$ cat config.mk
export PLATFORM = sky130hd
export DESIGN_NAME = storage_read_if
export DESIGN_NICKNAME = d
export VERILOG_FILES = /design/src/storage_read_pkg.sv /design/src/storage_read_if.sv
export SDC_FILE = /design/constraint.sdc
export NUM_CORES = 1
export LEC_CHECK = 0
export BUFFER_PORTS_ARGS = -buffer_cell sky130_fd_sc_hd__buf_2
export CAP_MARGIN = 20
export CORE_MARGIN = 1.5
export CORE_UTILIZATION = 32
export CTS_BUF_LIST = sky130_fd_sc_hd__clkbuf_4 sky130_fd_sc_hd__clkbuf_8 sky130_fd_sc_hd__clkbuf_16
export CTS_CLUSTER_DIAMETER = 40
export CTS_CLUSTER_SIZE = 30
export DETAILED_ROUTE_END_ITERATION = 7
export SLEW_MARGIN = 20
export SYNTH_ARGS = -nofsm -noshare
export SYNTH_HDL_FRONTEND = slang
export SYNTH_SLANG_ARGS = --single-unit
$ cat constraint.sdc
create_clock -name ref_clk -period 3.1 [get_ports ref_clk]
set_clock_uncertainty 0.15 [all_clocks]
set_input_delay 0.465 -clock ref_clk [delete_from_list [all_inputs] [get_ports ref_clk]]
set_output_delay 0.465 -clock ref_clk [all_outputs]
set_load 0.005 [all_outputs]
$ cat src/storage_read_pkg.sv
// Constants for the storage read interface: widths, minor-cycle timing, register map.
// Assumes one 40 MHz clock; one clock cycle stands for one minor-cycle step.
//
// Summary of operation
// - Storage reads always fetch full 16-bit words.
// - Word read passes fetched word unmodified.
// - Byte read zeros half, chosen by address bit 15.
// - Byte result right-justified, upper eight bits zero.
// - Two output enables: low half, high half.
// - Left byte select is inverse of bit 15.
// - Each byte odd-parity checked with its bit.
// - Left checker combines nibble partials with parity bit.
// - Mismatch drives byte error low, to display and trap.
// - Raw error from ECC or parity by option.
// - Error recognised only when no store in progress.
// - Error qualified by protect limits and installed storage.
// - Qualified error sets panel flag, clears console busy.
// - Write takes address load then data load.
// - Read data valid five minor cycles after address load.
// - Late address load raises resync, holds next microinstruction.
// - Resync re-executes address load next slice start.
// - Access start only without protect reference or block.
// - Protect reference when source names register 1E/1F.
// - Block access in maintenance protect register read/write.
// - Separate gates for storage and protect register data.
// - Store in progress set by data load in cycle one.
// - Read gate at E400 unless next is data load.
package storage_read_pkg;
  localparam int WORD_W = 16;            // Storage word width
  localparam int ADDR_W = 16;            // Address register width
  localparam int MINORS_PER_SLICE = 8;   // Minor cycles per time slice
  localparam int READ_MINORS = 5;        // Address load to read data
  localparam int GATE_MINOR = 4;         // Wait ends in minor four; read gate rises in minor five
  localparam int STORE_MINOR = 1;        // Data load minor for a store
  localparam logic [4:0] PROTECT_REG_A = 5'h1e; // Protect address holders
  localparam logic [4:0] PROTECT_REG_B = 5'h1f;
  // Register map (byte addresses, word aligned)
  localparam logic [3:0] OFS_CTRL = 4'h0;   // Option and mode control
  localparam logic [3:0] OFS_STATUS = 4'h4; // Error and busy status
  localparam logic [3:0] OFS_DATA = 4'h8;   // Last masked read result
  // Field positions
  localparam int CTRL_ECC_BIT = 0;       // ECC option present
  localparam int CTRL_MAINT_BIT = 1;     // Maintenance mode
  localparam int CTRL_BUSY_BIT = 2;      // Write one sets console busy
  localparam int STAT_PE_BIT = 0;        // Latched storage error
  localparam int STAT_BUSY_BIT = 1;      // Console busy
  localparam int STAT_RESYNC_BIT = 2;    // Resync pending
  localparam logic [31:0] CTRL_RESET = 32'h0000_0000;
endpackage

$ cat src/storage_read_if.sv
// Storage read interface: byte masking, parity check, error qualify, reference start.
// Assumes microsequencer decodes are single-cycle synchronous strobes on ref_clk.
`timescale 1ns/1ps
module storage_read_if (
  input wire logic ref_clk,                      // 40 MHz clock
  input wire logic rst,                          // Resync_request reset, active high
  // Avalon-MM slave
  input wire logic [3:0] avs_address,            // Byte address
  input wire logic avs_read,                     // Read request
  input wire logic avs_write,                    // Write request
  input wire logic [31:0] avs_writedata,         // Write data
  input wire logic [3:0] avs_byteenable,         // Byte enables
  output logic [31:0] avs_readdata,              // Read data
  output logic avs_waitrequest,                  // Wait request
  // Microsequencer side
  input wire logic addr_load_op,                 // Address-load decode
  input wire logic data_load_op,                 // Data-load decode
  input wire logic store_word_op,                // Word read decode
  input wire logic store_byte_op,                // Byte read decode
  input wire logic maint_protect_access,         // Console protect read/write
  input wire logic [4:0] src_field,              // Source register field
  input wire logic [storage_read_pkg::ADDR_W-1:0] addr_in, // Address to load
  output logic resync_request,                   // Late address load seen
  output logic hold_next_microinstr,             // Block next fetch
  output logic access_start,                     // Start storage access
  output logic protect_reg_reference,            // Protect register access
  output logic block_access,                     // Maintenance block
  output logic store_in_progress,                // Write in progress
  output logic storage_read_gate,                // Storage data gate
  output logic protect_reg_read_gate,            // Protect data gate
  output logic [storage_read_pkg::ADDR_W-1:0] addr_ff, // Address register
  output logic [storage_read_pkg::WORD_W-1:0] read_result_ff, // Masked data
  output logic byte0_parity_err_n,               // Left byte error, low
  output logic byte1_parity_err_n,               // Right byte error, low
  output logic parity_trap,                      // Trap request
  output logic storage_error_ff,                 // Panel error indicator
  output logic console_busy_ff,                  // Console busy
  output logic [2:0] minor_cycle,                // Timing chain
  // Storage side
  input wire logic [storage_read_pkg::WORD_W-1:0] storage_data, // Read word
  input wire logic byte0_parity_bit,             // Stored parity, left
  input wire logic byte1_parity_bit,             // Stored parity, right
  input wire logic ecc_uncorrectable,            // Uncorrectable ECC
  input wire logic outside_protect_limits,       // Bounds fail
  input wire logic outside_installed_storage,    // Nonexistent storage
  input wire logic [storage_read_pkg::WORD_W-1:0] protect_reg_data // Protect data
);
  import storage_read_pkg::*;

  // Read-sequence states, one-hot
  typedef enum logic [2:0] {
    ST_IDLE = 3'b001,
    ST_WAIT = 3'b010,
    ST_READ = 3'b100
  } rd_state_t;

  rd_state_t state_ff, nxt_state;  // Read sequencer
  logic [2:0] minor_ff;            // Minor cycle counter
  logic resync_ff;                 // Resync held to slice end
  logic [2:0] rd_cnt_ff;           // Minors since address load
  logic store_ff;                  // Store in progress flop
  logic byte_op_ff, word_op_ff;    // Pending read type
  logic [31:0] ctrl_ff;            // Control register
  logic [31:0] rdata_ff;           // Bus read data
  logic ack_ff;                    // Bus answer phase
  logic protect_ref_ff_q;          // Access was a protect register reference

  // Bit numbering: documented bit 0 is the MSB, bit 15 the LSB
  wire slice_start = (minor_ff == 3'h0);
  wire left_byte_select = ~addr_ff[0];
  wire protect_ref = (src_field == PROTECT_REG_A) || (src_field == PROTECT_REG_B);
  wire ecc_option_present = ctrl_ff[CTRL_ECC_BIT];

  // Timing chain
  initial begin
    if (WORD_W != 16) $error("storage_read_if: word must be 16 bits");
  end
  assign minor_cycle = minor_ff;

  // Block access in maintenance protect access
  assign block_access = ctrl_ff[CTRL_MAINT_BIT] & maint_protect_access;
  assign protect_reg_reference = addr_load_op & protect_ref;

  // Start storage only on an accepted address load
  assign access_start = addr_load_op & slice_start & ~protect_ref & ~block_access;

  // Late address load raises resync and blocks the next fetch
  assign resync_request = addr_load_op & ~slice_start;
  assign hold_next_microinstr = resync_request | resync_ff;

  // Parity: nibble partials then combine with stored bit (odd parity)
  wire even_bits_check = ^storage_data[15:12] ^ ^storage_data[11:8];
  wire odd_bits_check = ^storage_data[7:4] ^ ^storage_data[3:0];
  assign byte0_parity_err_n = even_bits_check ^ byte0_parity_bit;
  assign byte1_parity_err_n = odd_bits_check ^ byte1_parity_bit;
  wire checking = (state_ff == ST_READ);
  // Only storage data is parity checked; protect register data has no stored parity
  assign parity_trap = storage_read_gate & ~(byte0_parity_err_n & byte1_parity_err_n);

  // Raw and qualified storage error
  wire raw_err = ecc_option_present ? ecc_uncorrectable
                                    : ~(byte0_parity_err_n & byte1_parity_err_n);
  wire qual_err = storage_read_gate & raw_err & ~store_in_progress
                  & ~outside_protect_limits & ~outside_installed_storage;

  // Output enables: high half (bits 0-7), low half (bits 8-15)
  // The read-type decode arrives in the gate cycle itself, so a live strobe wins
  wire op_strobe = store_word_op | store_byte_op;
  wire word_sel = op_strobe ? store_word_op : word_op_ff;
  wire byte_sel = op_strobe ? (store_byte_op & ~store_word_op) : byte_op_ff;
  wire en_hi_word = word_sel;
  wire en_lo_word = word_sel;
  wire en_lo_left = byte_sel & left_byte_select;
  wire en_lo_right = byte_sel & ~left_byte_select;
  wire [WORD_W-1:0] src_word = protect_reg_read_gate ? protect_reg_data : storage_data;
  // High half only on a word read; byte reads leave it zero
  wire [7:0] hi_half = en_hi_word ? src_word[15:8] : 8'h00;
  wire [7:0] lo_half =
    en_lo_word ? src_word[7:0] :
    en_lo_left ? src_word[15:8] :
    en_lo_right ? src_word[7:0] : 8'h00;
  wire [WORD_W-1:0] masked = {hi_half, lo_half};

  // Read gates
  assign storage_read_gate = checking & ~protect_ref_ff_q;
  assign protect_reg_read_gate = checking & protect_ref_ff_q;
  assign store_in_progress = store_ff;

  // Read sequencer: address load, wait, then gate data in at minor five
  always_comb begin
    nxt_state = state_ff;
    case (state_ff)
      ST_IDLE: begin
        if (addr_load_op & slice_start & ~block_access) nxt_state = ST_WAIT;
      end
      ST_WAIT: begin
        if (data_load_op) nxt_state = ST_IDLE;             // A write
        else if (rd_cnt_ff == 3'(GATE_MINOR - 1)) nxt_state = ST_READ;
      end
      ST_READ: begin
        nxt_state = ST_IDLE;                               // One gate cycle
      end
      default: nxt_state = ST_IDLE;
    endcase
  end

  // Minor cycle chain, resync hold and sequencer
  always_ff @(posedge ref_clk or posedge rst) begin
    if (rst) begin
      minor_ff <= 3'h0;
      resync_ff <= 1'b0;
      state_ff <= ST_IDLE;
      rd_cnt_ff <= 3'h0;
    end else begin
      minor_ff <= minor_ff + 3'h1;
      if (minor_ff == 3'(MINORS_PER_SLICE - 1)) resync_ff <= 1'b0; // Re-run next slice
      else if (resync_request) resync_ff <= 1'b1;
      state_ff <= nxt_state;
      rd_cnt_ff <= (state_ff == ST_WAIT) ? rd_cnt_ff + 3'h1 : 3'h0;
    end
  end

  // Address register, read type, store flop
  always_ff @(posedge ref_clk or posedge rst) begin
    if (rst) begin
      addr_ff <= '0;
      byte_op_ff <= 1'b0;
      word_op_ff <= 1'b0;
      store_ff <= 1'b0;
      protect_ref_ff_q <= 1'b0;
    end else begin
      if (addr_load_op & slice_start) begin
        addr_ff <= addr_in;
        protect_ref_ff_q <= protect_ref;
      end
      if (store_word_op | store_byte_op) begin
        word_op_ff <= store_word_op;
        byte_op_ff <= store_byte_op & ~store_word_op;
      end
      if (data_load_op & (minor_ff == 3'(STORE_MINOR))) store_ff <= 1'b1;
      else if (slice_start) store_ff <= 1'b0;
    end
  end

  // Masked result capture
  always_ff @(posedge ref_clk or posedge rst) begin
    if (rst) read_result_ff <= '0;
    else if (checking) read_result_ff <= masked;
  end

  // Panel flag and console busy; error set wins over software clear
  // Writes land in the answer cycle, when waitrequest is low
  wire bus_wr = avs_write & ack_ff;
  wire wr_ctrl = bus_wr & (avs_address == OFS_CTRL);
  wire wr_stat = bus_wr & (avs_address == OFS_STATUS) & avs_byteenable[0];
  always_ff @(posedge ref_clk or posedge rst) begin
    if (rst) begin
      storage_error_ff <= 1'b0;
      console_busy_ff <= 1'b0;
    end else begin
      if (qual_err) storage_error_ff <= 1'b1;
      else if (wr_stat & avs_writedata[STAT_PE_BIT]) storage_error_ff <= 1'b0;
      if (qual_err) console_busy_ff <= 1'b0;
      else if (wr_ctrl & avs_byteenable[0] & avs_writedata[CTRL_BUSY_BIT])
        console_busy_ff <= 1'b1;
    end
  end

  // Bus decode, unmapped reads zero
  wire [31:0] status_word = {29'h0, resync_ff, console_busy_ff, storage_error_ff};
  wire [31:0] rd_mux =
    (avs_address == OFS_CTRL) ? ctrl_ff :
    (avs_address == OFS_STATUS) ? status_word :
    (avs_address == OFS_DATA) ? {16'h0000, read_result_ff} : 32'h0000_0000;

  // One wait state per access, then answer
  assign avs_waitrequest = (avs_read | avs_write) & ~ack_ff;
  assign avs_readdata = rdata_ff;
  always_ff @(posedge ref_clk or posedge rst) begin
    if (rst) begin
      ack_ff <= 1'b0;
      rdata_ff <= 32'h0000_0000;
      ctrl_ff <= CTRL_RESET;
    end else begin
      ack_ff <= (avs_read | avs_write) & ~ack_ff;
      if (avs_read & ~ack_ff) rdata_ff <= rd_mux;
      if (wr_ctrl & avs_byteenable[0]) ctrl_ff <= {30'h0, avs_writedata[1:0]};
    end
  end
endmodule

==> key figures, run 1 <==
Drt
  – DR vias: 2555
  – DRC viols: 0
  – Antenna viol nets, final: 0
  – Initial DRT Pass Iterations: 4
  – Vias per inst: 4.645
  – Routed length per instance: 14.93 um
  – Wirelength, routed: 8213 um
  – Iter 0 DRT Violations: 106

Setup path
  – CP delay by family, top: simple AND/OR/NAND/NOR gates
  – WS Path Type: reg2out
  – Worst Path Required: 2.48 ns
  – CP max-delay cell: dfrtp_1
  – CP arrival: 1.92 ns
  – Crit start category: register
  – Buf+Inv Stages, Crit Path: 2
  – Crit-path max cell delay: 0.42 ns
  – Crit-path cells: inv_1 > ha_1 > nand3b_4 > or2_2 > nor2_1 > buf_2
  – Crit-path max FO: 18
  – Critical Path Sink Type: output port

Layout
  – Layout fillers: 988
  – Most frequent cells in the layout: buf_2 (138), dfrtp_1 (66), mux2i_1 (19), mux2_2 (19)
  – Area Overhead vs Synth: 29.98%
  – Layout cells sized above 1: 45.32%
  – Final #Nets: 525
  – Commonest non-fill, non-tap cell in the layout: buf_2
  – Antenna diode count: 0

Power and ir drop
  – Pwr Total: 2109 uW
  – Worst vdd ir: 0.2403 mV
  – Pwr dens: 491.6 mW/mm^2
  – Leakage power: 0.002172 uW

Timing
  – RSZ-0062 raised after global routing: no
  – WHS: 0.1832 ns
  – Setup TNS: 0 ns
  – Final max-slew violation count: 0
  – Final hold violation count: 0
  – Pin slew with the least headroom to its limit: 0.8537 ns
  – Rel. slew slack: 43.08%
  – Fmax: 394.6 MHz
  – Crit path time final: 2.534 ns
  – Final worst-path cycle share: 81.74%
  – Final setup fails: 0

Floorplanning
  – Starting density of the core: 33.31%
  – Die Area: 0.01093 mm^2
  – Chip width: 104.6 um
  – FP Rows: 36
  – Area of the core: 0.009910 mm^2
  – Die Span Y: 104.6 um
  – # IOs: 188

Logic synthesis
  – Top_reg_cell synth: dfrtp_1
  – Post-Syn Instances: 271
  – Distinct cells, synth: 46
  – Top cells by area, synth: dfrtp_1 (50%), mux2_2 (6.5%), mux2i_1 (5.8%)
  – Top-area cell type share of the netlist area: 50.04%
  – Post-synth EDFFs: 0
  – Cell taking the most area after synthesis: dfrtp_1
  – Asr flop ratio synth: 100.0%
  – Yosys reg bits: 67
  – Post-synthesis instance area: 0.003301 mm^2
  – Register area share after synthesis: 50.83%
  – Synthesis warning total: 0
  – Avg Cell Area, Syn: 12.18 um^2

GRT
  – Total grt overflow: 0
  – Largest net degree at the start of global routing: 68
  – Initial antenna violation count: 2
  – Vias in the first global route: 2574
  – GRT Util Overall: 15.44%
  – First-pass GRT wire length: 13260 um

Clocking
  – Sink Count: 67
  – Resize count post-CTS: 0
  – Post-CTS Setup Repair Bufs: 0
  – Cts hold-fix bufs: 0
  – CTS Buffer Depth: 2
  – CTS buffer count: 9
  – Clk slew on worst S/H paths: 0.08 ns
  – Clk_lat worst skew: 0.34 ns
  – TritonCTS clock tree: done
  – H-tree depth: 3
  – CTS Root Cell: clkbuf_8

Flow run
  – Max Cap Viol: 0

Placed design
  – Hpwl dp: 6363 um
  – Port Buf Inserts: 138
  – Gpl congestion: 0.8008

Status
  – Outcome: finished, final reports clean

Min path
  – Worst Hold Class: in2reg
-- state kept, by name (all words and copies together) (netlist names), 2 cells and up --
signal / flops
ctrl_ff: 2
read_result_ff: 16
rd_cnt_ff: 3
state_ff: 3
minor_cycle: 3
avs_readdata: 16
addr_ff: 16
-- path summary, 6_finish.rpt --
path,slack [ns],startpoint,depth (start not counted),endpoint
setup / recovery,0.57,minor_cycle[0],6,access_start
hold / removal,0.18,store_word_op,2,byte_op_ff
setup reg to reg,0.85,protect_ref_ff_q,4,read_result_ff[7]
hold reg to reg,0.29,rd_cnt_ff[0],1,rd_cnt_ff[0]
max in group asynchronous,2.02,rst,3,ack_ff
min in group asynchronous,0.24,rst,3,read_result_ff[5]
-- cell usage after synthesis, types with 6 or more instances --
cell type  instances
nor2_1            12
o21ai_0           10
o21a_1             9
buf_4             16
mux2i_1           19
nand2_1           16
dfrtp_1           66
inv_1              6
ha_1               6
o221ai_1           8
a22o_1            16
mux2_2            19
xnor2_1            6
-- power by group --
group          total (uW)  switching [uW]  internal [uW]
clock network         886             353            533
registers             940            27.8            912
logic                 283             140            144
-- metrics by stage --
step / area (um^2) / util [%] / setup WS (ns) / instances
3_3_place_gp: 4050 / 40.87 / 0.6818 / 534
6_report: 4290 / 43.30 / 0.5660 / 550
3_5_place_dp: 4050 / 40.87 / 0.6836 / 534
5_1_grt: 4290 / 43.30 / 0.4080 / 550
4_1_cts: 4290 / 43.30 / 0.5186 / 550
2_1_floorplan: 3357 / - / 0.8035 / 286
-- final cells by class --
| cell class | count | area, um^2 | area share [%] |
|---|---|---|---|
| flip-flops and latches | 67 | 1678 | 39.11 |
| multi-input cells | 189 | 1485 | 34.62 |
| repair buffers | 139 | 698.2 | 16.27 |
| well taps | 133 | 166.4 | 3.879 |
| clock buffers | 9 | 123.9 | 2.887 |
| clock inverters | 7 | 116.4 | 2.712 |
| inverters | 6 | 22.52 | 0.5249 |
-- cell families (layout without fill, tap and decap cells) --
logic type	count (synthesis)	in the layout	share of synthesized area [%]
AOI/OAI and AO/OA	53	53	12.28
xor gates and xnor gates	14	14	5.459
adders and majority gates	6	6	2.274
buffers and inverters	30	161	5.875
DFF	67	67	50.83
muxes	38	38	12.24
other	1	16	0.1136
and+or+nand+nor	62	62	10.92
-- per-layer routing --
metal / global-route usage, % / vias to the layer above / share of wire, %
met5: 0 / - / 0.16
met4: 3.274 / 2 / 0.86
met3: 5.115 / 9 / 6.9
met2: 25.89 / 91 / 50
met1: 19.32 / 1232 / 42
li1: - / 1221 / -
No activity file was read; power rests on OpenSTA's default activity.
==> inputs of run 2 (changes only) <==
clock period = 2.2 ns   (was 3.1 ns; I/O delays follow)
==> run 2 against run 1 <==
  * Global-route usage up 0.065 points
  * Clock power rose by 2%
  * Clock-buffer cell count up 3
  * Die area is the same
  * Critical path type unchanged
  * Largest power group unchanged
==> key figures, run 2 (synthesis gave the netlist of run 1 again) <==
Drt
  – DR vias: 2580 (was 2555)
  – Wirelength, routed: 8116 um (was 8213 um)
  – Iter 0 DRT Violations: 68 (was 106)
  – Vias per inst: 4.632 (was 4.645)
  – Routed length per instance: 14.57 um (was 14.93 um)
  – DRC viols: 0 (unchanged)
  – Met2 Wirelength: 4022 um (was 4110 um)
  – Antenna viol nets, final: 0 (unchanged)
  – Initial DRT Pass Iterations: 4 (unchanged)
  – Met3 WL: 550 um (was 566 um)
  – Top Layer Used: met5 (unchanged)
  – DRT met1 WL: 3425 um (was 3450 um)

Timing
  – Final worst-path cycle share: 94.80%
  – Final hold violation count: 0 (unchanged)
  – Final setup fails: 0 (unchanged)
  – WHS: 0.04799 ns (was 0.1832 ns)
  – Fmax: 479.5 MHz
  – Crit path time final: 2.086 ns
  – Final WS setup: 0.1144 ns (was 0.5660 ns)
  – Pin slew with the least headroom to its limit: 0.6206 ns (was 0.8537 ns)
  – Final max-slew violation count: 0 (unchanged)
  – Setup TNS: 0 ns (unchanged)
  – Rel. slew slack: 58.35% (was 43.08%)
  – RSZ-0062 raised after global routing: no (unchanged)

Placed design
  – Port Buf Inserts: 138 (unchanged)
  – Gpl congestion: 0.7919 (was 0.8008)
  – Placed Area: 0.004113 mm^2 (was 0.004050 mm^2)
  – Setup WS pre-CTS: 0.06623 ns (was 0.6836 ns)
  – Hpwl dp: 6465 um (was 6363 um)
  – DP Cell Count: 539 (was 534)

Floorplanning
  – Area of the core: 0.009910 mm^2 (unchanged)
  – FP Rows: 36 (unchanged)
  – Die Area: 0.01093 mm^2 (unchanged)
  – Starting density of the core: 33.31% (unchanged)
  – Chip width: 104.6 um (unchanged)
  – Die Span Y: 104.6 um (unchanged)
  – # IOs: 188 (unchanged)

Clocking
  – CTS Buffer Depth: 2 (unchanged)
  – H-tree depth: 3 (unchanged)
  – TritonCTS clock tree: done (unchanged)
  – Clk slew on worst S/H paths: 0.07 ns (was 0.08 ns)
  – CTS Root Cell: clkbuf_8 (unchanged)
  – CTS buffer count: 9 (unchanged)
  – Clk_lat worst skew: 0.33 ns (was 0.34 ns)
  – Sink Count: 67 (unchanged)

Flow run
  – Max Cap Viol: 0 (unchanged)

Setup path
  – FF-to-FF Start: state_ff[1] (was protect_ref_ff_q)
  – Critical Path Sink Type: output port (unchanged)
  – CP max-delay cell: dfrtp_1 (unchanged)
  – CP arrival: 1.61 ns (was 1.92 ns)
  – Crit-path cells: inv_2 > ha_4 > nand2b_1 > and2_1 > or2_2 > buf_2 (was inv_1 > ha_1 > nand3b_4 > or2_2 > nor2_1 > buf_2)
  – Buf+Inv Stages, Crit Path: 2 (unchanged)
  – CP delay by family, top: simple AND/OR/NAND/NOR gates (unchanged)
  – Worst r2r path cells: 4 (unchanged)
  – FF-to-FF End: read_result_ff[13] (was read_result_ff[7])
  – Crit-path max cell delay: 0.40 ns (was 0.42 ns)
  – Crit start category: register (unchanged)
  – Crit-path max FO: 2 (was 18)
  – R2r setup slk: 0.28 ns (was 0.85 ns)
  – Worst Path Required: 1.72 ns (was 2.48 ns)
  – WS Path Type: reg2out (unchanged)

Layout
  – Post-Layout Inst Area: 0.004324 mm^2 (was 0.004290 mm^2)
  – Finished Layout Cells: 557 (was 550)
  – Layout cells sized above 1: 46.57% (was 45.32%)
  – Area Overhead vs Synth: 31.01% (was 29.98%)
  – Commonest non-fill, non-tap cell in the layout: buf_2 (unchanged)
  – Final #Nets: 533 (was 525)
  – Most frequent cells in the layout: buf_2 (138), dfrtp_1 (66), mux2i_1 (19), mux2_2 (19) (unchanged)

GRT
  – Initial antenna violation count: 2 (unchanged)
  – First-pass GRT wire length: 13190 um (was 13260 um)
  – Vias in the first global route: 2572 (was 2574)
  – GRT Util Overall: 15.50% (was 15.44%)
  – Largest net degree at the start of global routing: 29 (was 68)
  – Total grt overflow: 0 (unchanged)

Min path
  – Hold Startpoint: store_word_op (unchanged)
  – Worst Hold Class: in2reg (unchanged)
  – Min-Delay Endpoint: byte_op_ff (unchanged)
  – Hold Path Depth: 2 (unchanged)

Power and ir drop
  – Leakage power: 0.002185 uW (was 0.002172 uW)
  – Pwr dens: 615.8 mW/mm^2 (was 491.6 mW/mm^2)
  – Worst vdd ir: 0.3527 mV (was 0.2403 mV)

Status
  – Outcome: finished, final reports clean (unchanged)
[run 2: cell types whose count changed in the layout (fill, tap and decap cells not counted), sizes merged]
cell	before	now
clkinv	3	1
bufinv	3	0
dlygate4sd3	0	1
clkbuf	9	12
diode	0	1
buf	139	146
[run 2: power by group]
part	total, uW	switching (uW)	internal [uW]
Combinational	438	206	232
Clock	903	434	469
Sequential	1320	35.2	1290
Total	2660	675	1990
[run 2: cell type report]
type                    count  area (um^2)
diodes                      1        2.502
multi-input cells         189         1498
clock inverters             2        12.51
fillers                  1016         5585
well taps                 133        166.4
flip-flops and latches     67         1678
clock buffers              12        158.9
inverters                   6        22.52
repair buffers            147        785.8
[run 2: metal layers]
layer  GRT usage (%)  vias up
met4           5.159        2
met2           25.70      104
li1                -     1239
met3           4.429       11
met5               0        -
met1           19.37     1224
[run 2: worst max path at each step]
stage | from | to | slack [ns] | cells past startpoint
global route | minor_cycle[0] | hold_next_microinstr | 0.002 | 6
detailed placement | storage_data[11] | parity_trap | 0.07 | 6
floorplan | rst | ack_ff | 0.04 | 1
global placement | storage_data[11] | parity_trap | 0.06 | 6
finish | minor_cycle[0] | hold_next_microinstr | 0.11 | 6
CTS | minor_cycle[1] | hold_next_microinstr | 0.03 | 6
[run 2: repair_timing]
item                                    CTS  global route
pin swaps                                 0             1
buffers inserted                          1             1
hold buffers                              1             0
gates resized for setup                   2             2
endpoints found under the hold margin    17             0
endpoints found under the setup margin    1             2
[run 2: stage by stage]
stage	total power [uW]	utilization, %
after global placement	1772	41.50
final	2663	43.64
after detailed placement	1780	41.50
after CTS	2714	43.54
after floorplan	1578	-
after global routing	2818	43.64
